`src/verilog/spx_pkg.sv`:
```
package spx_pkg;

    // -------------------------------------------------------------------------
    // Register map
    // -------------------------------------------------------------------------
    localparam int         SPX_AW        = 8;
    localparam logic [7:0] SPX_OFF_CTRL  = 8'h00;
    localparam logic [7:0] SPX_OFF_STAT  = 8'h04;
    localparam logic [7:0] SPX_OFF_DATA  = 8'h08;

    // Control register bits.
    localparam int SPX_C_RXIE = 0;
    localparam int SPX_C_MSTR = 1;
    localparam int SPX_C_CLOCK_POLARITY_BIT = 2;
    localparam int SPX_C_CLOCK_PHASE_BIT = 3;
    localparam int SPX_C_MFEN = 4;
    localparam int SPX_C_TXIE = 5;
    localparam int SPX_C_EN   = 6;
    localparam int SPX_C_ERIE = 7;
    localparam logic [7:0] SPX_CTRL_RST = 8'h00;

    // Status register bits.
    localparam int SPX_S_RLO  = 0;
    localparam int SPX_S_RHI  = 1;
    localparam int SPX_S_TXE  = 3;
    localparam int SPX_S_MODF = 4;
    localparam int SPX_S_OVF  = 6;
    localparam int SPX_S_RXF  = 7;
    localparam logic [1:0] SPX_RATE_RST = 2'h0;

    // -------------------------------------------------------------------------
    // Transfer shape and timing
    // -------------------------------------------------------------------------
    localparam int         SPX_BITS      = 8;
    localparam logic [3:0] SPX_LAST_EDGE = 4'hF;
    localparam int         SPX_BIT_DIV [4] = '{2, 8, 32, 128};
    localparam int         SPX_DIV_W     = 7;

    localparam logic [1:0] SPX_RESP_OKAY   = 2'h0;
    localparam logic [1:0] SPX_RESP_SLVERR = 2'h2;

    typedef enum logic [1:0] {
        SPX_IDLE,
        SPX_WAIT,
        SPX_RUN
    } spx_state_e;

endpackage

```
`src/verilog/spx_baud_if.sv`:
```
`timescale 1ns/1ps
`default_nettype none

interface spx_baud_if;
    logic       run;
    logic [1:0] rate;
    logic       tick;

    modport core (output run, output rate, input tick);
    modport gen  (input run, input rate, output tick);
endinterface // spx_baud_if

`default_nettype wire

```
`src/verilog/spx_baud.sv`:
```
`timescale 1ns/1ps
`default_nettype none

module spx_baud
    import spx_pkg::*;
(
    // Clock and reset
    input  wire logic clock,
    input  wire logic rst_n,
    // Rate control
    spx_baud_if.gen   bif
);

    logic [SPX_DIV_W-1:0] div_ff;
    logic [SPX_DIV_W-1:0] nxt_div;
    logic [SPX_DIV_W-1:0] half_lim;

    // One tick per half bit time, so the fastest rate gives a bit every two cycles.
    // rate selection
    assign half_lim = SPX_DIV_W'(SPX_BIT_DIV[bif.rate] / 2 - 1);
    assign bif.tick = bif.run & (div_ff == half_lim);
    assign nxt_div  = (!bif.run || bif.tick) ? '0 : div_ff + SPX_DIV_W'(1);

    always_ff @(posedge clock or negedge rst_n) begin
        if (!rst_n) begin
            div_ff <= '0;
        end else begin
            div_ff <= nxt_div;
        end
    end

endmodule // spx_baud

`default_nettype wire

```
`src/verilog/spx_core.sv`:
```
// Local design decisions: the register addresses and register access over AXI4-Lite.
`timescale 1ns/1ps
`default_nettype none

module spx_core
    import spx_pkg::*;
(
    // Clock and reset
    input  wire logic              clock,
    input  wire logic              rst_n,
    // AXI4-Lite write channels
    input  wire logic [SPX_AW-1:0] s_axi_awaddr,
    input  wire logic              s_axi_awvalid,
    output logic                   s_axi_awready,
    input  wire logic [31:0]       s_axi_wdata,
    input  wire logic [3:0]        s_axi_wstrb,
    input  wire logic              s_axi_wvalid,
    output logic                   s_axi_wready,
    output logic [1:0]             s_axi_bresp,
    output logic                   s_axi_bvalid,
    input  wire logic              s_axi_bready,
    // AXI4-Lite read channels
    input  wire logic [SPX_AW-1:0] s_axi_araddr,
    input  wire logic              s_axi_arvalid,
    output logic                   s_axi_arready,
    output logic [31:0]            s_axi_rdata,
    output logic [1:0]             s_axi_rresp,
    output logic                   s_axi_rvalid,
    input  wire logic              s_axi_rready,
    // Serial pins
    input  wire logic              shift_clock_pin_i,
    output logic                   shift_clock_pin_o,
    output logic                   shift_clock_pin_oe_n,
    input  wire logic              mosi_i,
    output logic                   mosi_o,
    output logic                   mosi_oe_n,
    input  wire logic              miso_i,
    output logic                   miso_o,
    output logic                   miso_oe_n,
    input  wire logic              ss_n_i,
    // Interrupt requests
    output logic                   rx_full_irq,
    output logic                   tx_empty_irq,
    output logic                   error_irq
);

    // -------------------------------------------------------------------------
    // Address decode
    // -------------------------------------------------------------------------
    function automatic logic [1:0] reg_sel(input logic [SPX_AW-1:0] addr);
        logic [1:0] sel;
        sel = 2'h3;
        if (addr == SPX_OFF_CTRL) begin
            sel = 2'h0;
        end else if (addr == SPX_OFF_STAT) begin
            sel = 2'h1;
        end else if (addr == SPX_OFF_DATA) begin
            sel = 2'h2;
        end
        return sel;
    endfunction

    // -------------------------------------------------------------------------
    // State
    // -------------------------------------------------------------------------
    logic [7:0]       ctrl_ff;
    logic [1:0]       rate_ff;
    logic [7:0]       tx_buf_ff;
    logic             tx_full_ff;
    logic             tx_buffer_empty_flag_ff;
    logic [7:0]       rx_data_ff;
    logic             rx_buffer_full_flag_ff;
    logic             ovf_ff;
    logic             modf_ff;
    logic             armed_ff;
    logic [7:0]       sh_ff;
    logic             samp_ff;
    logic [3:0]       cnt_ff;
    logic             lvl_ff;
    logic             sck_q_ff;
    logic             ss_q_ff;
    spx_state_e       st_ff;
    spx_state_e       nxt_st;

    logic             aw_ok_ff;
    logic             w_ok_ff;
    logic [SPX_AW-1:0] awaddr_ff;
    logic [31:0]      wdata_ff;
    logic             wlane_ff;
    logic             bvalid_ff;
    logic [1:0]       bresp_ff;
    logic             rvalid_ff;
    logic [31:0]      rdata_ff;
    logic [1:0]       rresp_ff;

    spx_baud_if bif ();

    spx_baud u_baud (
        .clock (clock),
        .rst_n (rst_n),
        .bif   (bif)
    );

    // -------------------------------------------------------------------------
    // Bus decode
    // -------------------------------------------------------------------------
    wire       wr_go   = aw_ok_ff & w_ok_ff & !bvalid_ff;
    wire [1:0] wr_sel  = reg_sel(awaddr_ff);
    wire       ar_go   = s_axi_arvalid & !rvalid_ff;
    wire [1:0] rd_sel  = reg_sel(s_axi_araddr);
    wire       wr_en   = wr_go & wlane_ff;
    wire       wr_ctrl = wr_en & (wr_sel == 2'h0);
    wire       wr_stat = wr_en & (wr_sel == 2'h1);
    wire       wr_data = wr_en & (wr_sel == 2'h2);
    wire       rd_stat = ar_go & (rd_sel == 2'h1);
    wire       rd_data = ar_go & (rd_sel == 2'h2);

    // -------------------------------------------------------------------------
    // Mode and pin logic
    // -------------------------------------------------------------------------
    wire clock_phase_bit      = ctrl_ff[SPX_C_CLOCK_PHASE_BIT];
    wire clock_polarity_bit      = ctrl_ff[SPX_C_CLOCK_POLARITY_BIT];
    wire master_on = ctrl_ff[SPX_C_EN] & ctrl_ff[SPX_C_MSTR];
    wire slave_on  = ctrl_ff[SPX_C_EN] & !ctrl_ff[SPX_C_MSTR];
    wire selected  = slave_on & !ss_n_i;
    // Pin inputs are synchronous to the clock, so a change of level is a clock edge.
    // clock up to half bus rate
    wire s_edge    = selected & (shift_clock_pin_i != sck_q_ff);
    wire ss_fall   = ss_q_ff & !ss_n_i;
    wire din       = master_on ? miso_i : mosi_i;
    wire contend   = master_on & ctrl_ff[SPX_C_MFEN] & !ss_n_i;

    assign bif.run  = master_on;
    assign bif.rate = rate_ff;

    // -------------------------------------------------------------------------
    // Transfer sequencing
    // -------------------------------------------------------------------------
    // immediate load
    wire load_m  = master_on & (st_ff == SPX_IDLE) & tx_full_ff & !contend;
    wire s_begin = selected & (st_ff == SPX_IDLE) & (clock_phase_bit ? s_edge : ss_fall);
    wire load_s  = s_begin & tx_full_ff;
    wire m_edge  = master_on & bif.tick & ((st_ff == SPX_RUN) | ((st_ff == SPX_WAIT) & clock_phase_bit));
    wire edge_go = master_on ? m_edge : (s_edge & ((st_ff == SPX_RUN) | s_begin));
    wire samp_e  = (cnt_ff[0] == clock_phase_bit);
    wire shift_e = !samp_e & !(clock_phase_bit & (cnt_ff == '0));
    wire done    = edge_go & (cnt_ff == SPX_LAST_EDGE);
    wire [7:0] rx_byte = {sh_ff[SPX_BITS-2:0], clock_phase_bit ? din : samp_ff};
    wire abort   = !ctrl_ff[SPX_C_EN] | contend | (slave_on & ss_n_i);

    always_comb begin
        nxt_st = st_ff;
        case (st_ff)
            SPX_IDLE: begin
                if (load_m) begin
                    nxt_st = SPX_WAIT;
                end else if (s_begin) begin
                    nxt_st = SPX_RUN;
                end
            end
            SPX_WAIT: begin
                if (bif.tick) begin
                    nxt_st = SPX_RUN;
                end
            end
            SPX_RUN: begin
                if (done) begin
                    nxt_st = SPX_IDLE;
                end
            end
            default: nxt_st = SPX_IDLE;
        endcase
        if (abort) begin
            nxt_st = SPX_IDLE;
        end
    end

    wire [3:0] nxt_cnt = (abort | done) ? 4'h0 : (edge_go ? cnt_ff + 4'h1 : cnt_ff);

    always_ff @(posedge clock or negedge rst_n) begin
        if (!rst_n) begin
            st_ff    <= SPX_IDLE;
            cnt_ff   <= 4'h0;
            sck_q_ff <= 1'b0;
            ss_q_ff  <= 1'b1;
        end else begin
            st_ff    <= nxt_st;
            cnt_ff   <= nxt_cnt;
            sck_q_ff <= shift_clock_pin_i;
            ss_q_ff  <= ss_n_i;
        end
    end

    // Shift path: the received byte stays in the shifter, and a slave sends it out if nothing new is queued.
    always_ff @(posedge clock or negedge rst_n) begin
        if (!rst_n) begin
            sh_ff   <= 8'h00;
            samp_ff <= 1'b0;
            lvl_ff  <= 1'b0;
        end else begin
            if (load_m | load_s) begin
                sh_ff <= tx_buf_ff;
            end else if (done) begin
                sh_ff <= rx_byte;
            end else if (edge_go & shift_e) begin
                sh_ff <= {sh_ff[SPX_BITS-2:0], samp_ff};
            end
            if (edge_go & samp_e) begin
                samp_ff <= din;
            end
            if (abort) begin
                lvl_ff <= 1'b0;
            end else if (m_edge) begin
                lvl_ff <= !lvl_ff;
            end
        end
    end

    // -------------------------------------------------------------------------
    // Buffers and flags
    // -------------------------------------------------------------------------
    // two-step clear
    wire rd_clear  = rd_data & armed_ff;
    wire rx_held   = rx_buffer_full_flag_ff & !rd_clear;
    wire ovf_hit   = done & rx_held;
    wire tx_move   = load_m | load_s;

    always_ff @(posedge clock or negedge rst_n) begin
        if (!rst_n) begin
            tx_buf_ff               <= 8'h00;
            tx_full_ff              <= 1'b0;
            tx_buffer_empty_flag_ff <= 1'b1;
            rx_data_ff              <= 8'h00;
            rx_buffer_full_flag_ff  <= 1'b0;
            ovf_ff                  <= 1'b0;
            modf_ff                 <= 1'b0;
            armed_ff                <= 1'b0;
        end else begin
            if (wr_data) begin
                tx_buf_ff               <= wdata_ff[SPX_BITS-1:0];
                tx_full_ff              <= 1'b1;
                tx_buffer_empty_flag_ff <= 1'b0;
            end else if (tx_move) begin
                tx_full_ff              <= 1'b0;
                tx_buffer_empty_flag_ff <= 1'b1;
            end
            if (done & !rx_held) begin
                rx_data_ff <= rx_byte;
            end
            rx_buffer_full_flag_ff <= done | rx_held;
            ovf_ff  <= ovf_hit | (ovf_ff & !rd_clear);
            modf_ff <= contend | (modf_ff & !(wr_stat & wdata_ff[SPX_S_MODF]));
            if (rd_stat & (rx_buffer_full_flag_ff | ovf_ff)) begin
                armed_ff <= 1'b1;
            end else if (rd_data) begin
                armed_ff <= 1'b0;
            end
        end
    end

    // -------------------------------------------------------------------------
    // Register bus
    // -------------------------------------------------------------------------
    wire [7:0] stat_byte = {rx_buffer_full_flag_ff, ovf_ff, 1'b0, modf_ff,
                            tx_buffer_empty_flag_ff, 1'b0, rate_ff};
    wire [7:0] rd_byte   = (rd_sel == 2'h0) ? ctrl_ff :
                           (rd_sel == 2'h1) ? stat_byte :
                           (rd_sel == 2'h2) ? rx_data_ff : 8'h00;

    assign s_axi_awready = !aw_ok_ff & !bvalid_ff;
    assign s_axi_wready  = !w_ok_ff & !bvalid_ff;
    assign s_axi_arready = !rvalid_ff;

    always_ff @(posedge clock or negedge rst_n) begin
        if (!rst_n) begin
            aw_ok_ff  <= 1'b0;
            w_ok_ff   <= 1'b0;
            awaddr_ff <= '0;
            wdata_ff  <= 32'h0;
            wlane_ff  <= 1'b0;
            bvalid_ff <= 1'b0;
            bresp_ff  <= SPX_RESP_OKAY;
        end else begin
            if (s_axi_awvalid & s_axi_awready) begin
                aw_ok_ff  <= 1'b1;
                awaddr_ff <= s_axi_awaddr;
            end
            if (s_axi_wvalid & s_axi_wready) begin
                w_ok_ff  <= 1'b1;
                wdata_ff <= s_axi_wdata;
                wlane_ff <= s_axi_wstrb[0];
            end
            if (wr_go) begin
                aw_ok_ff  <= 1'b0;
                w_ok_ff   <= 1'b0;
                bvalid_ff <= 1'b1;
                bresp_ff  <= (wr_sel == 2'h3) ? SPX_RESP_SLVERR : SPX_RESP_OKAY;
            end else if (bvalid_ff & s_axi_bready) begin
                bvalid_ff <= 1'b0;
            end
        end
    end

    always_ff @(posedge clock or negedge rst_n) begin
        if (!rst_n) begin
            rvalid_ff <= 1'b0;
            rdata_ff  <= 32'h0;
            rresp_ff  <= SPX_RESP_OKAY;
        end else if (ar_go) begin
            rvalid_ff <= 1'b1;
            rdata_ff  <= {24'h0, rd_byte};
            rresp_ff  <= (rd_sel == 2'h3) ? SPX_RESP_SLVERR : SPX_RESP_OKAY;
        end else if (s_axi_rready) begin
            rvalid_ff <= 1'b0;
        end
    end

    // Changing phase or polarity mid-transfer corrupts the byte; software disables first.
    always_ff @(posedge clock or negedge rst_n) begin
        if (!rst_n) begin
            ctrl_ff <= SPX_CTRL_RST;
            rate_ff <= SPX_RATE_RST;
        end else begin
            if (wr_ctrl) begin
                ctrl_ff <= wdata_ff[7:0];
            end
            if (wr_stat) begin
                rate_ff <= {wdata_ff[SPX_S_RHI], wdata_ff[SPX_S_RLO]};
            end
        end
    end

    assign s_axi_bvalid = bvalid_ff;
    assign s_axi_bresp  = bresp_ff;
    assign s_axi_rvalid = rvalid_ff;
    assign s_axi_rdata  = rdata_ff;
    assign s_axi_rresp  = rresp_ff;

    // -------------------------------------------------------------------------
    // Pins and requests
    // -------------------------------------------------------------------------
    // idle level from polarity
    assign shift_clock_pin_o    = clock_polarity_bit ^ lvl_ff;
    assign shift_clock_pin_oe_n = !master_on;
    assign mosi_o               = sh_ff[SPX_BITS-1];
    assign mosi_oe_n            = !master_on;
    assign miso_o               = sh_ff[SPX_BITS-1];
    assign miso_oe_n            = !selected;

    assign rx_full_irq  = ctrl_ff[SPX_C_RXIE] & rx_buffer_full_flag_ff;
    assign tx_empty_irq = ctrl_ff[SPX_C_TXIE] & tx_buffer_empty_flag_ff;
    assign error_irq    = ctrl_ff[SPX_C_ERIE] & (ovf_ff | modf_ff);

endmodule // spx_core

`default_nettype wire

```
`config.mk`:
```
export PLATFORM = sky130hd
export DESIGN_NAME = spx_core
export DESIGN_NICKNAME = d
export VERILOG_FILES = /design/src/verilog/spx_pkg.sv /design/src/verilog/spx_baud_if.sv /design/src/verilog/spx_baud.sv /design/src/verilog/spx_core.sv
export SDC_FILE = /design/constraint.sdc
export NUM_CORES = 1
export LEC_CHECK = 0
export ABC_AREA = 1
export BUFFER_PORTS_ARGS = -buffer_cell sky130_fd_sc_hd__buf_2
export CAP_MARGIN = 10
export CORE_MARGIN = 1
export CORE_UTILIZATION = 35
export CTS_CLUSTER_SIZE = 14
export DETAILED_ROUTE_END_ITERATION = 8
export GPL_TIMING_DRIVEN = 0
export MAX_ROUTING_LAYER = met4
export PLACE_DENSITY = 0.65
export SETUP_SLACK_MARGIN = 0.2
export SYNTH_ARGS = -nofsm -noshare
export SYNTH_HDL_FRONTEND = slang
export SYNTH_SLANG_ARGS = --single-unit
```
`constraint.sdc`:
```
create_clock -name clock -period 1.9 [get_ports clock]
set_clock_uncertainty 0.05 [all_clocks]
set_input_delay 0.285 -clock clock [delete_from_list [all_inputs] [get_ports clock]]
set_output_delay 0.285 -clock clock [all_outputs]
set_load 0.05 [all_outputs]
```
==> After elaboration in Yosys (flattened, before gate mapping) <==
Index checks and enable logic that the tools add are counted.
{ "word_totals": {"register_bits": 90, "output_inout_bits": 50, "wordCells": 194, "in_bits": 63} }
{ "classes": {"muxes": 46, "n_reduce_logical": 33, "bitwise_logic": 63, "n_eq_ne": 19, "magnitude_cmp": 1, "n_addsub": 4} }
{ "ops": {"columns": ["op", "n"], "rows": [
  ["$bmux 32 s2", 1],
  ["$mux 32", 2],
  ["$and 1x1->1", 50],
  ["$mux 8", 6],
  ["$mux 1", 22],
  ["$mux 2", 11],
  ["$eq 8x3->1 const B", 2],
  ["$eq 8x4->1 const B", 2],
  ["$logic_not 1->1", 16],
  ["$logic_not 8->1", 2],
  ["$reduce_bool 2->1", 8],
  ["$or 1x1->1", 11],
  ["$eq 2x2->1 const B", 5],
  ["$mux 4", 2],
  ["$add 7x1->7", 1],
  ["$add 7x1->7 const B", 1],
  ["$eq 7x7->1", 1],
  ["$mux 7", 1],
  ["$sub 7x2->7 const B", 1],
  ["$eq 2x1->1 const B", 3],
  ["$logic_not 2->1", 3],
  ["$ne 3x3->1 const B", 2],
  ["$pmux 2 s3", 1],
  ["$add 4x1->4 const B", 1],
  ["other kinds (11)", 11]
]} }

==> Logic depth before layout (Yosys ltp) <==
Gate-level depths: netlist of the first run.
{ "logic_depth": {"depth_word": 16, "ltp_mapped": 14, "depth_no_buf": 13} }

==> Modules after synthesis <==
Synthesis of the first run repeated with hierarchy kept, for this count alone.
{ "hier_totals": {"hier_cells": 498, "hier_area_um2": 4390.5} }
{ "by_module_without_submodules": {"columns": ["module", "n_inst", "area_per_inst_um2", "cells_each", "seq_area_each_um2"], "rows": [
  ["spx_core", 1, 3986.3, 444, 2029.4],
  ["spx_baud", 1, 404.1, 54, 175.2]
]} }

==> Worst setup path before layout of the first run <==
Ideal clock, no wire load.
{ "synth_path": {"path_kind": "register to register", "startpoint": "register bvalid_ff, in the netlist s_axi_bvalid", "endpoint": "register wdata_ff[0]", "required_time_ns": 1.772, "path_slack_ns": -0.343, "path_buffers": 1, "synth_period_minus_slack_ns": 2.243, "path_stages_with_launch": 5, "setup_ns": 0.078, "arrival_time_ns": 2.116, "path_cell_list": "dfrtp_1 -> nor2_1 -> nand2_1 -> clkbuf_1 -> a21oi_1"} }
{ "synth_via": {"elab_chain_cells": 3} }
{ "synth_rtl": {"columns": ["item", "line_no", "text"], "rows": [
  ["from (decl)", "spx_core.sv:90", "logic bvalid_ff;"],
  ["from (signal assigned)", "spx_core.sv:281", "bvalid_ff <= 1'b0;"],
  ["from (signal assigned)", "spx_core.sv:296", "bvalid_ff <= 1'b1;"],
  ["from (signal assigned)", "spx_core.sv:299", "bvalid_ff <= 1'b0;"],
  ["$logic_not 1->1", "spx_core.sv:271", "assign s_axi_wready = !w_ok_ff & !bvalid_ff;"],
  ["$and 1x1->1", "spx_core.sv:271", null],
  ["via s_axi_wready", "spx_core.sv:18", "output logic s_axi_wready,"],
  ["$and 1x1->1", "spx_core.sv:288", "if (s_axi_wvalid & s_axi_wready) begin"],
  ["to (signal assigned)", "spx_core.sv:290", "wdata_ff <= s_axi_wdata;"],
  ["to (decl)", "spx_core.sv:88", "logic [31:0] wdata_ff;"]
]} }
The timed path passes the listed nets, and every way through them passes these cells.
A chain may end at the register's enable or synchronous reset.

==> Worst setup path after layout of the first run <==
{ "layout_path": {"startpoint": "register rate_ff[0], in the netlist bif.rate[0]", "endpoint": "register st_ff[1]"} }
{ "layout_via": {"elab_chain_cells": 15, "elab_cells_between_ends": 16, "cone_classes": "2 x add/sub; 3 x eq/ne; 4 x mux; 6 x bitwise; 1 x reduce/logical"} }
{ "layout_rtl": {"columns": ["item", "line_no", "text"], "rows": [
  ["from (decl)", "spx_core.sv:67", "logic [1:0] rate_ff;"],
  ["from (signal assigned)", "spx_core.sv:328", "rate_ff <= {wdata_ff[SPX_S_RHI], wdata_ff[SPX_S_RLO]};"],
  ["$not 2->3 (not written as such) *", "spx_baud.sv:20", "assign half_lim = SPX_DIV_W'(SPX_BIT_DIV[bif.rate] / 2 - 1);"],
  ["$bmux 32 s2 *", "spx_baud.sv:20", null],
  ["$mux 32 (not written as such) * (2 in series)", "spx_baud.sv:20", null],
  ["$and 1x1->1 (no source line)", null, null],
  ["$add 7x1->7 (no source line) *", null, null],
  ["$sub 7x2->7 *", "spx_baud.sv:20", null],
  ["$eq 7x7->1 *", "spx_baud.sv:21", "assign bif.tick = bif.run & (div_ff == half_lim);"],
  ["$and 1x1->1 *", "spx_baud.sv:21", null],
  ["$and 1x1->1 (2 in series)", "spx_core.sv:143", "wire m_edge = master_on & bif.tick & ((st_ff == SPX_RUN) | ((st_ff == SPX_WAIT) & clock_phase_bit));"],
  ["$mux 1", "spx_core.sv:144", "wire edge_go = master_on ? m_edge : (s_edge & ((st_ff == SPX_RUN) | s_begin));"],
  ["$and 1x1->1", "spx_core.sv:147", "wire done = edge_go & (cnt_ff == SPX_LAST_EDGE);"],
  ["$ne 3x3->1 (no source line)", null, null],
  ["$reduce_and 3->1 (no source line) *", null, null],
  ["to (signal assigned)", "spx_core.sv:187", "st_ff <= nxt_st;"],
  ["to (decl)", "spx_core.sv:82", "spx_state_e st_ff;"]
]} }
Every way passes the cells marked *; elsewhere a longest branch is shown, timed or not. The select of a mux whose other input is x is not followed.

==> results of run 1 <==
-- state kept, by name, summed over array words and instances, names as in the netlist, 2 cells and up --
name,cells
wdata_ff,8
sh_ff,8
rx_data_ff,8
bif.rate,2
ctrl_ff,8
tx_buf_ff,8
s_axi_rdata,8
st_ff,2
u_baud.div_ff,7
cnt_ff,4
awaddr_ff,8
-- metrics by stage --
stage                     hold slack, ns  setup WS, ns  power, mW  cell area [um2]  instances
after floorplan                 -0.06059      -0.01112      3.838             4609        525
after global placement            0.3551       -0.4317      4.208             5115        752
after detailed placement          0.2121       -0.2135      4.273             5145        753
after CTS                        0.02516       -0.1768      6.154             5632        779
after global routing             0.02528       -0.2421      6.624             5813        787
final                            0.03382       -0.1768      6.284             5813        787
-- timing repair --
action | CTS | global route
endpoints found under the setup margin | 52 | 52
setup buffers | 7 | 7
hold endpoints to repair | 29 | 0
pin swaps | 8 | 6
gates resized for setup | 21 | 24
hold buffers | 2 | 0
gates cloned | 1 | 1
-- cell families (layout without fill, tap and decap cells) --
kind of cell,count (synthesis),in the layout,synth area share [%]
buf+inv,99,193,11.65
flops,88,88,49.47
other cells,1,26,0.08414
simple gates,202,202,21.98
fa+ha+maj,4,4,1.123
compound gates,93,93,12.80
mux,6,6,1.516
xor+xnor,7,7,1.376
-- layout make-up --
cell class,count,area share (%)
inverters,62,4.068
repair buffers,78,9.384
well taps,168,3.616
clock buffers,9,3.874
flip-flops and latches,88,38.01
clock inverters,7,1.334
plain buffers,37,5.230
multi-input cells,338,34.48
-- where the power goes --
group | total, mW | leakage [nW] | internal, mW | switching, mW
Combinational | 1.97 | 1.69 | 0.683 | 1.29
Clock | 1.80 | 0.146 | 1.03 | 0.765
Sequential | 2.52 | 1.10 | 2.25 | 0.270
-- cell usage in the layout (no fill, tap or decap), types with 6 or more instances in the layout --
| master | Yosys | routed |
|---|---|---|
| sky130_fd_sc_hd__inv_2 | 4 | 6 |
| sky130_fd_sc_hd__nor2_4 | 2 | 6 |
| sky130_fd_sc_hd__o211ai_2 | 6 | 6 |
| sky130_fd_sc_hd__inv_1 | 56 | 53 |
| sky130_fd_sc_hd__clkbuf_16 | 0 | 10 |
| sky130_fd_sc_hd__conb_1 | 1 | 26 |
| sky130_fd_sc_hd__a21oi_1 | 21 | 20 |
| sky130_fd_sc_hd__buf_4 | 28 | 38 |
| sky130_fd_sc_hd__buf_2 | 0 | 57 |
| sky130_fd_sc_hd__mux2_2 | 6 | 6 |
| sky130_fd_sc_hd__nand2_1 | 106 | 94 |
| sky130_fd_sc_hd__nand2_2 | 8 | 15 |
| sky130_fd_sc_hd__o21ai_1 | 9 | 8 |
| sky130_fd_sc_hd__dfrtp_1 | 86 | 82 |
| sky130_fd_sc_hd__o21ai_2 | 10 | 15 |
| sky130_fd_sc_hd__nor2_1 | 42 | 38 |
| sky130_fd_sc_hd__nand3_1 | 11 | 11 |
| sky130_fd_sc_hd__nand2_4 | 4 | 9 |
| sky130_fd_sc_hd__o21ai_0 | 38 | 34 |
-- final timing paths --
check | from | end | slack [ns]
min reg2reg | u_baud.div_ff[0] | u_baud.div_ff[0] | 0.43
min in group asynchronous | rst_n | armed_ff | 0.39
max | bif.rate[0] | st_ff[1] | -0.18
max in group asynchronous | rst_n | bif.rate[0] | 0.78
min | shift_clock_pin_i | sck_q_ff | 0.03
max reg2reg | bif.rate[0] | st_ff[1] | -0.18
-- critical path, stage by stage (launching register included) --
cell                      delay (ns)
sky130_fd_sc_hd__dfrtp_2        0.43
sky130_fd_sc_hd__inv_2          0.08
sky130_fd_sc_hd__nand2_4        0.06
sky130_fd_sc_hd__ha_4           0.27
sky130_fd_sc_hd__nor2_2         0.04
sky130_fd_sc_hd__nor2_2         0.10
sky130_fd_sc_hd__nand3_2        0.10
sky130_fd_sc_hd__nor2_4         0.15
sky130_fd_sc_hd__nand3_4        0.09
sky130_fd_sc_hd__nand2_4        0.13
sky130_fd_sc_hd__buf_8          0.14
sky130_fd_sc_hd__nand2_8        0.07
sky130_fd_sc_hd__nand2_2        0.06
sky130_fd_sc_hd__nand4_1        0.11
sky130_fd_sc_hd__o21ai_1        0.11
-- layer usage --
layer  up-vias  part of all wire, %  wire (um)
met2       106                   48       4815
met3        11                  4.9        494
li1       1783                    -          -
met4         0                  1.2        123
met1      1691                   46       4686
met5         -                    0          0
==> parameters.txt, run 1 <==
Parameter                              Value

Run status
  Status    complete, but fails checks
  Violations in the final reports    setup timing

STA
  Portion of the clock cycle consumed by the worst path in the final layout    109.3%
  Max Transition Viols Final    0
  Relative slew slack    66.66%
  Top achievable clock speed    approximately 480 MHz
  Final setup fails    25
  Sum of negative setup slack    -2.737 ns
  Min Tclk post-route    2.077 ns
  Final hold violation count    0
  Unrepaired setup endpoints after global routing    true
  Slew at the pin closest to its max-slew limit    ~0.5 ns
  Least setup slack across all paths after layout    -0.1768 ns

Die
  Number of ports placed on the die boundary    about 110
  Die Footprint    about 0.013 mm2
  Floorplan die width    114.8 um
  Effective utilization at floorplan    between 30% and 40%
  Standard-cell row count    40
  Core Footprint    around 0.012 mm2
  Height of the die    ~110 um

Routing
  Drt drc    0
  DRT Pass-1 Iters    4
  Routed wire per std cell    ~13 um
  Count of nets left with antenna violations after detail routing    0
  Post-Route WL    roughly 10000 um
  Total via count in the routed design    around 3600
  Violation count after the first detailed-route iteration    140
  Vias per cell    approximately 4.6

Synth
  Number of synthesized flops with an enable pin    0
  Most frequent cells after synthesis    106 x sky130_fd_sc_hd__nand2_1, 86 x sky130_fd_sc_hd__dfrtp_1, 56 x sky130_fd_sc_hd__inv_1
  Top cells by area, synth    sky130_fd_sc_hd__dfrtp_1 48%, sky130_fd_sc_hd__nand2_1 8.9%, sky130_fd_sc_hd__buf_4 4.7%
  Mapped Area    0.004457 mm2
  Largest area contributor in the netlist    sky130_fd_sc_hd__dfrtp_1
  Async S/R FF share, synth    100.0%
  Seq cells post-synth    88
  Most used DFF post-synth    sky130_fd_sc_hd__dfrtp_1
  Area share of the largest cell type after synthesis    48.29%
  Mean Syn Cell Area    8.914 um2
  Proportion of synthesized chip area in sequential cells    between 40% and 50%
  Synthesized instance count    500
  Most common cell in the netlist    sky130_fd_sc_hd__nand2_1
  Synth warnings    0
  Library cells used by synthesis    44

Global route
  GRT Resource Usage Total    between 10% and 20%
  Global routing usage on met2    about a quarter
  Largest net degree at the start of global routing    59
  Number of antenna violations at the first check in global routing    0
  First-pass GRT wire length    16480 um
  Global Route met3 Usage    around 3.2%
  Via count of the first global-routing pass    ~3400
  Met1 global-route usage    a little over a fifth
  Remaining global-route overflow    0
  Layer with the highest usage after global routing    met2

Place
  Half-perimeter wire length after placement    approximately 7400 um
  Buffers on Ports    just under 60
  Final GP Congestion    roughly 0.88

Finish
  Footprint of the multi-input gates    0.002004 mm2
  Nets@finish    between 600 and 700
  Signed area change from the synthesized netlist to the final layout    30.43%
  Number of inserted filler cells in the final layout    around 1200
  Fraction of the core area covered by cells at the end of the flow    around 48%
  Final antenna diode count    0
  Share of cells above drive strength 1    35.54%
  Sequential cell area    approximately 0.0022 mm2

Clocking
  Clk root buf    sky130_fd_sc_hd__clkbuf_16
  Number of clock sinks    between 80 and 90
  CTS Buffer Depth    2
  Number of buffers inserted during clock tree synthesis    9
  H-tree Lvls    3
  CTS clk-pin slew, worst paths    approximately 0.060 ns
  Clk Latency, worst-skew pair    roughly 0.34 ns
  TritonCTS clock tree    done

Worst setup path
  Crit path launch type    flop
  Worst path required time    2.11 ns
  Critical path data arrival time    around 2.3 ns
  Worst reg2reg path depth    14
  Max Fanout on Critical Path    6
  Classification of the worst setup path    reg2reg
  Type of destination of the critical path    flop

Pwr
  Leak Pwr    between 2 and 3 nW
  Largest voltage drop on the vdd net    ~1.2 mV
  Cell Pwr Density    about 1100 mW/mm2

Flow run
  Max Cap Viol    0

Worst hold path
  Cell depth of the worst hold path    1
  Class of the tightest hold or removal check    in2reg
Power figures use the tool's default switching activity.
==> run 2: changes to the inputs <==
--- a/config.mk
+++ b/config.mk
@@ -14,7 +14,6 @@
 export DETAILED_ROUTE_END_ITERATION = 8
 export GPL_TIMING_DRIVEN = 0
 export MAX_ROUTING_LAYER = met4
-export PLACE_DENSITY = 0.65
 export SETUP_SLACK_MARGIN = 0.2
 export SYNTH_ARGS = -nofsm -noshare
 export SYNTH_HDL_FRONTEND = slang
==> run 2 against run 1 <==
Effect of this change:
- the run still ends with setup timing left
- power rose by 2.5%
- non-clock buffer count rose by 2
- final cell count rose by 0.25%
- sequential power barely moved
- clock power rose by 2%
- clock-buffer cell count did not move
- sequential cell count did not move
- global-route usage rose by 0.72 points
- maximum frequency fell by 0.62%
==> parameters.txt, run 2 (synthesis gave the netlist of run 1 again) <==
Parameter                              Value

Run status
  Status    complete, but fails checks (unchanged)
  Violations in the final reports    setup timing (unchanged)

Clocking
  TritonCTS clock tree    done (unchanged)
  Number of clock sinks    88 (unchanged)
  CTS clk-pin slew, worst paths    0.07 ns (was 0.06 ns)
  Clk Latency, worst-skew pair    0.35 ns (was 0.34 ns)
  Clk root buf    sky130_fd_sc_hd__clkbuf_16 (unchanged)
  H-tree Lvls    3 (unchanged)
  Number of buffers inserted during clock tree synthesis    9 (unchanged)
  CTS Buffer Depth    2 (unchanged)

Die
  Standard-cell row count    40 (unchanged)
  Floorplan die width    114.8 um (unchanged)
  Effective utilization at floorplan    36.50% (unchanged)
  Number of ports placed on the die boundary    113 (unchanged)
  Die Footprint    0.01319 mm2 (unchanged)
  Height of the die    114.8 um (unchanged)
  Core Footprint    0.01221 mm2 (unchanged)

Finish
  Final antenna diode count    0 (unchanged)
  Most frequent cells in the layout    92 x sky130_fd_sc_hd__nand2_1, 82 x sky130_fd_sc_hd__dfrtp_1, 57 x sky130_fd_sc_hd__buf_2 (was 94 x sky130_fd_sc_hd__nand2_1, 82 x sky130_fd_sc_hd__dfrtp_1, 57 x sky130_fd_sc_hd__buf_2)
  Number of standard cells in the layout, taps in and fillers out    789 (was 787)
  Signed area change from the synthesized netlist to the final layout    31.81% (was 30.43%)
  Commonest non-fill, non-tap cell in the layout    sky130_fd_sc_hd__nand2_1 (unchanged)
  Nets@finish    683 (was 681)
  Share of cells above drive strength 1    36.07% (was 35.54%)
  Fraction of the core area covered by cells at the end of the flow    48.10% (was 47.60%)
  Number of inserted filler cells in the final layout    1180 (was 1162)

Routing
  Routed wire per std cell    13.02 um (was 12.86 um)
  Post-Route WL    10270 um (was 10120 um)
  Count of nets left with antenna violations after detail routing    0 (unchanged)
  Uppermost metal layer occupied by signal nets    met4 (unchanged)
  Vias per cell    4.548 (was 4.563)
  Violation count after the first detailed-route iteration    196 (was 140)
  DR WL met3    487 um (was 494 um)
  Total routed wire length on the met1 layer    4756 um (was 4686 um)
  Met2 WL post-DR    4843 um (was 4815 um)
  Drt drc    0 (unchanged)
  Total via count in the routed design    3588 (was 3591)
  DRT Pass-1 Iters    4 (unchanged)

Worst setup path
  Max Fanout on Critical Path    4 (was 6)
  Largest delay share family, worst path    simple AND/OR/NAND/NOR gates (unchanged)
  CP Buf/Inv Count    2 (unchanged)
  Critical path data arrival time    2.32 ns (was 2.29 ns)
  Worst Setup EP    sh_ff[0] (was st_ff[1])
  Type of destination of the critical path    flop (unchanged)
  Worst reg-to-reg setup slack    -0.19 ns (was -0.18 ns)
  Worst path required time    2.13 ns (was 2.11 ns)
  Crit-path max cell delay    0.43 ns (about the same)
  Cell depth of the worst setup path    14 (unchanged)
  Critical path's slowest cell    sky130_fd_sc_hd__dfrtp_2 (unchanged)
  Worst reg2reg path depth    14 (unchanged)
  R2R Path Start    bif.rate[0] (unchanged)
  Chain of cells forming the critical path    inv_2, nand2_4, ha_4, nor2_2, nor2_2, nand3_2, nor2_4, nand3_2, nand2_4, buf_8, nand2_8, nand2_4, nand3_2, a21oi_2 (was inv_2, nand2_4, ha_4, nor2_2, nor2_2, nand3_2, nor2_4, nand3_4, nand2_4, buf_8, nand2_8, nand2_2, nand4_1, o21ai_1)
  Worst Setup SP    bif.rate[0] (unchanged)
  End of the worst register-to-register path    sh_ff[0] (was st_ff[1])
  Crit path launch type    flop (unchanged)
  Classification of the worst setup path    reg2reg (unchanged)

Global route
  Largest net degree at the start of global routing    60 (was 59)
  First-pass GRT wire length    17180 um (was 16480 um)
  GRT Resource Usage Total    17.40% (was 16.67%)
  Number of antenna violations at the first check in global routing    0 (unchanged)
  Via count of the first global-routing pass    3505 (was 3408)
  Remaining global-route overflow    0 (unchanged)

STA
  Unrepaired setup endpoints after global routing    true (unchanged)
  Final hold violation count    0 (unchanged)
  Min Tclk post-route    2.090 ns (was 2.077 ns)
  Final setup fails    25 (unchanged)
  Least setup slack across all paths after layout    -0.1897 ns (was -0.1768 ns)
  Portion of the clock cycle consumed by the worst path in the final layout    110.0% (was 109.3%)
  Top achievable clock speed    478.5 MHz (was 481.5 MHz)
  Max Transition Viols Final    0 (unchanged)

Pwr
  Seq pwr share    39.5% (was 40.1%)
  Combinational cell fraction of total power    31.9% (was 31.4%)
  Clock network power share    28.6% (about the same)
  Leak Pwr    2.971 nW (was 2.939 nW)
  Sw Pwr    2.405 mW (was 2.322 mW)
  Largest voltage drop on the vdd net    0.9236 mV (was 1.239 mV)
  Overall power after layout    6.439 mW (was 6.284 mW)
  Int Power    4.034 mW (was 3.962 mW)
  Net switching share of the total power    37.35% (was 36.95%)
  Cell Pwr Density    1096 mW/mm2 (was 1081 mW/mm2)

Worst hold path
  Class of the tightest hold or removal check    in2reg (unchanged)

Place
  Number of cells after detailed placement    753 (unchanged)
  Buffers on Ports    59 (unchanged)
  Half-perimeter wire length after placement    7532 um (was 7394 um)
  Final GP Congestion    0.8234 (was 0.8790)
  Pre-CTS WS    -0.2149 ns (was -0.2135 ns)

Flow run
  Max Cap Viol    0 (unchanged)
-- run 2: worst min path at each step --
stage	slack, ns	depth (start not counted)	end	start
after CTS	0.02	1	sck_q_ff	shift_clock_pin_i
after global placement	0.36	1	ss_q_ff	ss_n_i
after floorplan	-0.06	0	armed_ff	rst_n
final	0.03	1	sck_q_ff	shift_clock_pin_i
after global routing	0.01	1	sck_q_ff	shift_clock_pin_i
after detailed placement	0.21	1	cnt_ff[3]	rst_n
-- run 2: metal layers --
layer,up-vias,GRT usage [%]
met5,-,-
met4,0,6.234
li1,1789,-
met3,14,3.374
met1,1692,22.72
met2,93,26.91
-- run 2: final cells by class --
cell class                 instances  area (um2)  share of cell area, %
buffer                            37       297.8                  5.069
clock buffer                       9       225.2                  3.834
clock inverter                     7       83.83                  1.427
inverter                          62       236.5                  4.026
multi-input combinational        338        2047                  34.85
sequential                        88        2210                  37.61
tap                              168       210.2                  3.578
timing repair buffer              80       564.3                  9.606
-- run 2: repair_timing --
| action | 4_1_cts | 5_1_grt |
|---|---|---|
| endpoints found under the hold margin | 30 | 0 |
| setup buffers | 9 | 7 |
| gates resized for setup | 20 | 37 |
| endpoints found under the setup margin | 52 | 53 |
| gates cloned | 1 | 1 |
| hold buffers | 2 | 0 |
| pin swaps | 3 | 8 |
-- run 2: power by group through the flow --
stage	registers, mW	logic (mW)	clock network (mW)
2_1_floorplan	2.61	1.23	0
3_3_place_gp	2.53	1.69	0
3_5_place_dp	2.55	1.75	0
4_1_cts	2.52	1.83	1.89
5_1_grt	2.59	2.25	1.96
6_report	2.54	2.05	1.84
-- run 2: stage by stage --
stage                     hold WS [ns]   TNS, ns  area, um2
after floorplan               -0.06059  -0.01951       4609
after global placement          0.3607    -27.58       5115
after detailed placement        0.2054    -3.705       5145
after CTS                      0.01754    -2.284       5635
after global routing           0.01448    -6.664       5874
final                          0.02721    -3.736       5874
==> run 3: changes to the inputs <==
--- a/config.mk
+++ b/config.mk
@@ -5,15 +5,16 @@
 export SDC_FILE = /design/constraint.sdc
 export NUM_CORES = 1
 export LEC_CHECK = 0
-export ABC_AREA = 1
+export ABC_AREA = 0
 export BUFFER_PORTS_ARGS = -buffer_cell sky130_fd_sc_hd__buf_2
-export CAP_MARGIN = 10
+export CAP_MARGIN = 15
 export CORE_MARGIN = 1
 export CORE_UTILIZATION = 35
 export CTS_CLUSTER_SIZE = 14
 export DETAILED_ROUTE_END_ITERATION = 8
 export GPL_TIMING_DRIVEN = 0
 export MAX_ROUTING_LAYER = met4
+export REMOVE_ABC_BUFFERS = 1
 export SETUP_SLACK_MARGIN = 0.2
 export SYNTH_ARGS = -nofsm -noshare
 export SYNTH_HDL_FRONTEND = slang
==> run 3 against run 2 <==
Effect of this change:
- the flow still finishes with violations (setup timing)
- die area is 3.8% lower
- critical path depth shrank 6
- routed wire length decreased by 5.4%
- cell area down 5.4%
- largest cell class unchanged
- final cell count down 19%
- sequential share of layout area rose by 2.2 points
- maximum frequency down 12%
==> parameters.txt, run 3 <==
Parameter                              Value

Run status
  Violations in the final reports    setup timing (unchanged)
  Status    complete, but fails checks (unchanged)

Synth
  Synth warnings    0 (unchanged)
  Synthesized instance count    405 (was 500)
  Number of synthesized flops with an enable pin    0 (unchanged)
  Most used DFF post-synth    sky130_fd_sc_hd__dfrtp_1 (unchanged)
  Post-Synth Simple-Gate Area    13.61% (was 21.98%)
  Post-synthesis xor/xnor area fraction    2.044% (was 1.376%)
  Most common cell in the netlist    sky130_fd_sc_hd__dfrtp_1 (was sky130_fd_sc_hd__nand2_1)
  Mean Syn Cell Area    10.58 um2 (was 8.914 um2)
  Proportion of synthesized chip area in sequential cells    51.45% (was 49.47%)
  Compound-gate portion of the synthesized area    10.92% (was 12.80%)
  Largest area contributor in the netlist    sky130_fd_sc_hd__dfrtp_1 (unchanged)
  Synthesized-area fraction occupied by adder cells    1.168% (was 1.123%)
  Area share of the largest cell type after synthesis    50.22% (was 48.29%)
  Main combinational cell family by area after synthesis    simple AND/OR/NAND/NOR gates (unchanged)
  Most frequent cells after synthesis    86 x sky130_fd_sc_hd__dfrtp_1, 45 x sky130_fd_sc_hd__mux2_2, 43 x sky130_fd_sc_hd__nor2_1 (was 106 x sky130_fd_sc_hd__nand2_1, 86 x sky130_fd_sc_hd__dfrtp_1, 56 x sky130_fd_sc_hd__inv_1)
  Top cells by area, synth    sky130_fd_sc_hd__dfrtp_1 50%, sky130_fd_sc_hd__mux2_2 12%, sky130_fd_sc_hd__buf_4 5.1% (was sky130_fd_sc_hd__dfrtp_1 48%, sky130_fd_sc_hd__nand2_1 8.9%, sky130_fd_sc_hd__buf_4 4.7%)
  Seq cells post-synth    88 (unchanged)
  Library cells used by synthesis    47 (was 44)
  Multiplexer fraction of the synthesized cell area    13.23% (was 1.516%)
  Async S/R FF share, synth    100.0% (unchanged)
  Mapped Area    0.004285 mm2 (was 0.004457 mm2)

Global route
  Remaining global-route overflow    0 (unchanged)
  GRT Resource Usage Total    16.34% (was 17.40%)
  Number of antenna violations at the first check in global routing    0 (unchanged)
  Via count of the first global-routing pass    3109 (was 3505)
  Largest net degree at the start of global routing    68 (was 60)
  First-pass GRT wire length    15670 um (was 17180 um)

Clocking
  CTS Buffer Depth    2 (unchanged)
  Number of buffers inserted during clock tree synthesis    9 (unchanged)
  CTS clk-pin slew, worst paths    0.07 ns (about the same)
  H-tree Lvls    3 (unchanged)
  TritonCTS clock tree    done (unchanged)
  Clk root buf    sky130_fd_sc_hd__clkbuf_16 (unchanged)
  Clk Latency, worst-skew pair    0.35 ns (about the same)
  Number of clock sinks    88 (unchanged)

Finish
  Final antenna diode count    0 (unchanged)
  Nets@finish    554 (was 683)
  Share of cells above drive strength 1    40.85% (was 36.07%)
  Signed area change from the synthesized netlist to the final layout    29.64% (was 31.81%)
  Commonest non-fill, non-tap cell in the layout    sky130_fd_sc_hd__dfrtp_1 (was sky130_fd_sc_hd__nand2_1)
  Most frequent cells in the layout    80 x sky130_fd_sc_hd__dfrtp_1, 57 x sky130_fd_sc_hd__buf_2, 36 x sky130_fd_sc_hd__nor2_1 (was 92 x sky130_fd_sc_hd__nand2_1, 82 x sky130_fd_sc_hd__dfrtp_1, 57 x sky130_fd_sc_hd__buf_2)
  Number of inserted filler cells in the final layout    1086 (was 1180)
  Number of standard cells in the layout, taps in and fillers out    639 (was 789)

Place
  Pre-CTS WS    -1.409 ns (was -0.2149 ns)
  Final GP Congestion    0.7723 (was 0.8234)
  Number of cells after detailed placement    595 (was 753)
  Half-perimeter wire length after placement    6278 um (was 7532 um)
  Buffers on Ports    59 (unchanged)

Die
  Core Footprint    0.01196 mm2 (was 0.01221 mm2)
  Floorplan die width    112.7 um (was 114.8 um)
  Height of the die    112.7 um (was 114.8 um)
  Number of ports placed on the die boundary    113 (unchanged)
  Effective utilization at floorplan    35.83% (was 36.50%)
  Die Footprint    0.01269 mm2 (was 0.01319 mm2)
  Standard-cell row count    40 (unchanged)

STA
  Portion of the clock cycle consumed by the worst path in the final layout    125.3% (was 110.0%)
  Final hold slack    0.02152 ns (was 0.02721 ns)
  Max Transition Viols Final    0 (unchanged)
  Slew at the pin closest to its max-slew limit    between 0.9 and 1 ns
  Relative slew slack    between 30% and 40%
  Least setup slack across all paths after layout    -0.4810 ns (was -0.1897 ns)
  Final hold violation count    0 (unchanged)
  Min Tclk post-route    2.381 ns (was 2.090 ns)
  Unrepaired setup endpoints after global routing    true (unchanged)
  Final setup fails    35 (was 25)
  Top achievable clock speed    420.0 MHz (was 478.5 MHz)

Routing
  DRT Pass-1 Iters    4 (unchanged)
  Count of nets left with antenna violations after detail routing    0 (unchanged)
  Post-Route WL    9721 um (was 10270 um)
  Uppermost metal layer occupied by signal nets    met4 (unchanged)
  Violation count after the first detailed-route iteration    124 (was 196)
  Total via count in the routed design    3186 (was 3588)
  Routed wire per std cell    15.21 um (was 13.02 um)
  Drt drc    0 (unchanged)
  DR WL met3    414 um (was 487 um)
  Vias per cell    4.986 (was 4.548)
  Total routed wire length on the met1 layer    4730 um (was 4756 um)
  Met2 WL post-DR    4497 um (was 4843 um)

Pwr
  Combinational cell fraction of total power    27.2% (was 31.9%)
  Overall power after layout    5.941 mW (was 6.439 mW)
  Seq pwr share    44.1% (was 39.5%)
  Clock network power share    28.8% (was 28.6%)
  Int Power    3.850 mW (was 4.034 mW)
  Leak Pwr    2.692 nW (was 2.971 nW)
  Largest voltage drop on the vdd net    0.7308 mV (was 0.9236 mV)
  Sw Pwr    2.091 mW (was 2.405 mW)
  Cell Pwr Density    1069 mW/mm2 (was 1096 mW/mm2)
  Net switching share of the total power    35.19% (was 37.35%)

Worst setup path
  Chain of cells forming the critical path    or2b_1, ha_4, xor2_1, nor3_2, o21ai_2, o31ai_4, and3_4, mux2_2 (was inv_2, nand2_4, ha_4, nor2_2, nor2_2, nand3_2, nor2_4, nand3_2, nand2_4, buf_8, nand2_8, nand2_4, nand3_2, a21oi_2)
  Worst path required time    2.07 ns (was 2.13 ns)
  CP Buf/Inv Count    0 (was 2)
  Type of destination of the critical path    flop (unchanged)
  Classification of the worst setup path    reg2reg (unchanged)
  Max Fanout on Critical Path    8 (was 4)
  Cell depth of the worst setup path    8 (was 14)
  R2R Path Start    bif.rate[1] (was bif.rate[0])
  Worst reg2reg path depth    8 (was 14)
  Worst reg-to-reg setup slack    -0.48 ns (was -0.19 ns)
  Worst Setup SP    bif.rate[1] (was bif.rate[0])
  End of the worst register-to-register path    rx_data_ff[0] (was sh_ff[0])
  Crit path launch type    flop (unchanged)
  Critical path's slowest cell    sky130_fd_sc_hd__dfrtp_2 (unchanged)
  Largest delay share family, worst path    simple AND/OR/NAND/NOR gates (unchanged)
  Worst Setup EP    rx_data_ff[0] (was sh_ff[0])
  Critical path data arrival time    2.56 ns (was 2.32 ns)
  Crit-path max cell delay    0.42 ns (was 0.43 ns)

Worst hold path
  Cell depth of the worst hold path    1 (unchanged)
  Class of the tightest hold or removal check    in2reg (unchanged)

Flow run
  Max Cap Viol    0 (unchanged)
[run 3: cell types whose count changed after synthesis, moves of 7 or more]
cell / previous run / this run
sky130_fd_sc_hd__nand2_1: 106 / 23
sky130_fd_sc_hd__clkbuf_1: 5 / 12
sky130_fd_sc_hd__o21ai_0: 38 / 30
sky130_fd_sc_hd__o21ai_1: 9 / 0
sky130_fd_sc_hd__nand3b_1: 0 / 8
sky130_fd_sc_hd__a31oi_1: 1 / 11
sky130_fd_sc_hd__nand2_2: 8 / 0
sky130_fd_sc_hd__o21ai_2: 10 / 1
sky130_fd_sc_hd__inv_1: 56 / 13
sky130_fd_sc_hd__mux2_2: 6 / 45
[run 3: worst min path at each step]
stage / start / endpoint / slack [ns]
3_5_place_dp: rst_n / awaddr_ff[1] / 0.15
3_3_place_gp: shift_clock_pin_i / sck_q_ff / 0.37
4_1_cts: shift_clock_pin_i / sck_q_ff / 0.01
6_report: shift_clock_pin_i / sck_q_ff / 0.02
5_1_grt: shift_clock_pin_i / sck_q_ff / 0.02
2_1_floorplan: rst_n / armed_ff / -0.06
[run 3: cell type report]
class / instances / area [um2] / share of cell area (%)
Inverter: 13 / 48.80 / 0.8784
Timing Repair Buffer: 88 / 616.8 / 11.10
Multi-Input combinational cell: 287 / 2206 / 39.71
Sequential cell: 88 / 2212 / 39.82
Clock inverter: 6 / 48.80 / 0.8784
Tap cell: 147 / 183.9 / 3.311
Clock buffer: 10 / 239.0 / 4.302
[run 3: through the flow]
step                      setup TNS [ns]  instance area, um2  utilization [%]
after floorplan                   -32.55                4106                -
after global placement            -65.74                4586            38.34
after detailed placement          -34.99                4623            38.65
after CTS                         -11.30                5283            44.16
after global routing              -15.01                5555            46.44
final                             -10.37                5555            46.44
[run 3: layer usage]
layer,up-vias,global-route usage (%)
li1,1539,-
met1,1541,22.10
met2,97,24.44
met3,9,4.104
met4,0,4.267
met5,-,-
[run 3: power by group through the flow]
stage / registers, mW / clock network (mW) / logic, mW
after floorplan: 2.59 / 0 / 0.880
after global placement: 2.56 / 0 / 1.25
after detailed placement: 2.58 / 0 / 1.28
after CTS: 2.61 / 1.75 / 1.48
after global routing: 2.67 / 1.81 / 1.75
final: 2.62 / 1.71 / 1.61
[run 3: cells by family (layout without fill, tap and decap cells)]
kind of cell / count (synthesis) / after routing
other: 1 / 26
DFF: 88 / 88
buffers and inverters: 56 / 117
adders and majority gates: 4 / 4
AOI/OAI and AO/OA: 76 / 76
muxes: 51 / 51
xor gates and xnor gates: 10 / 10
and+or+nand+nor: 119 / 120
[run 3: repair_timing]
item | in CTS | in global routing
resized for setup | 62 | 46
setup endpoints to repair | 60 | 59
hold endpoints to repair | 20 | 0
buffers inserted | 14 | 11
pin swaps | 13 | 23
gates cloned | 1 | 1
hold buffers | 1 | 0
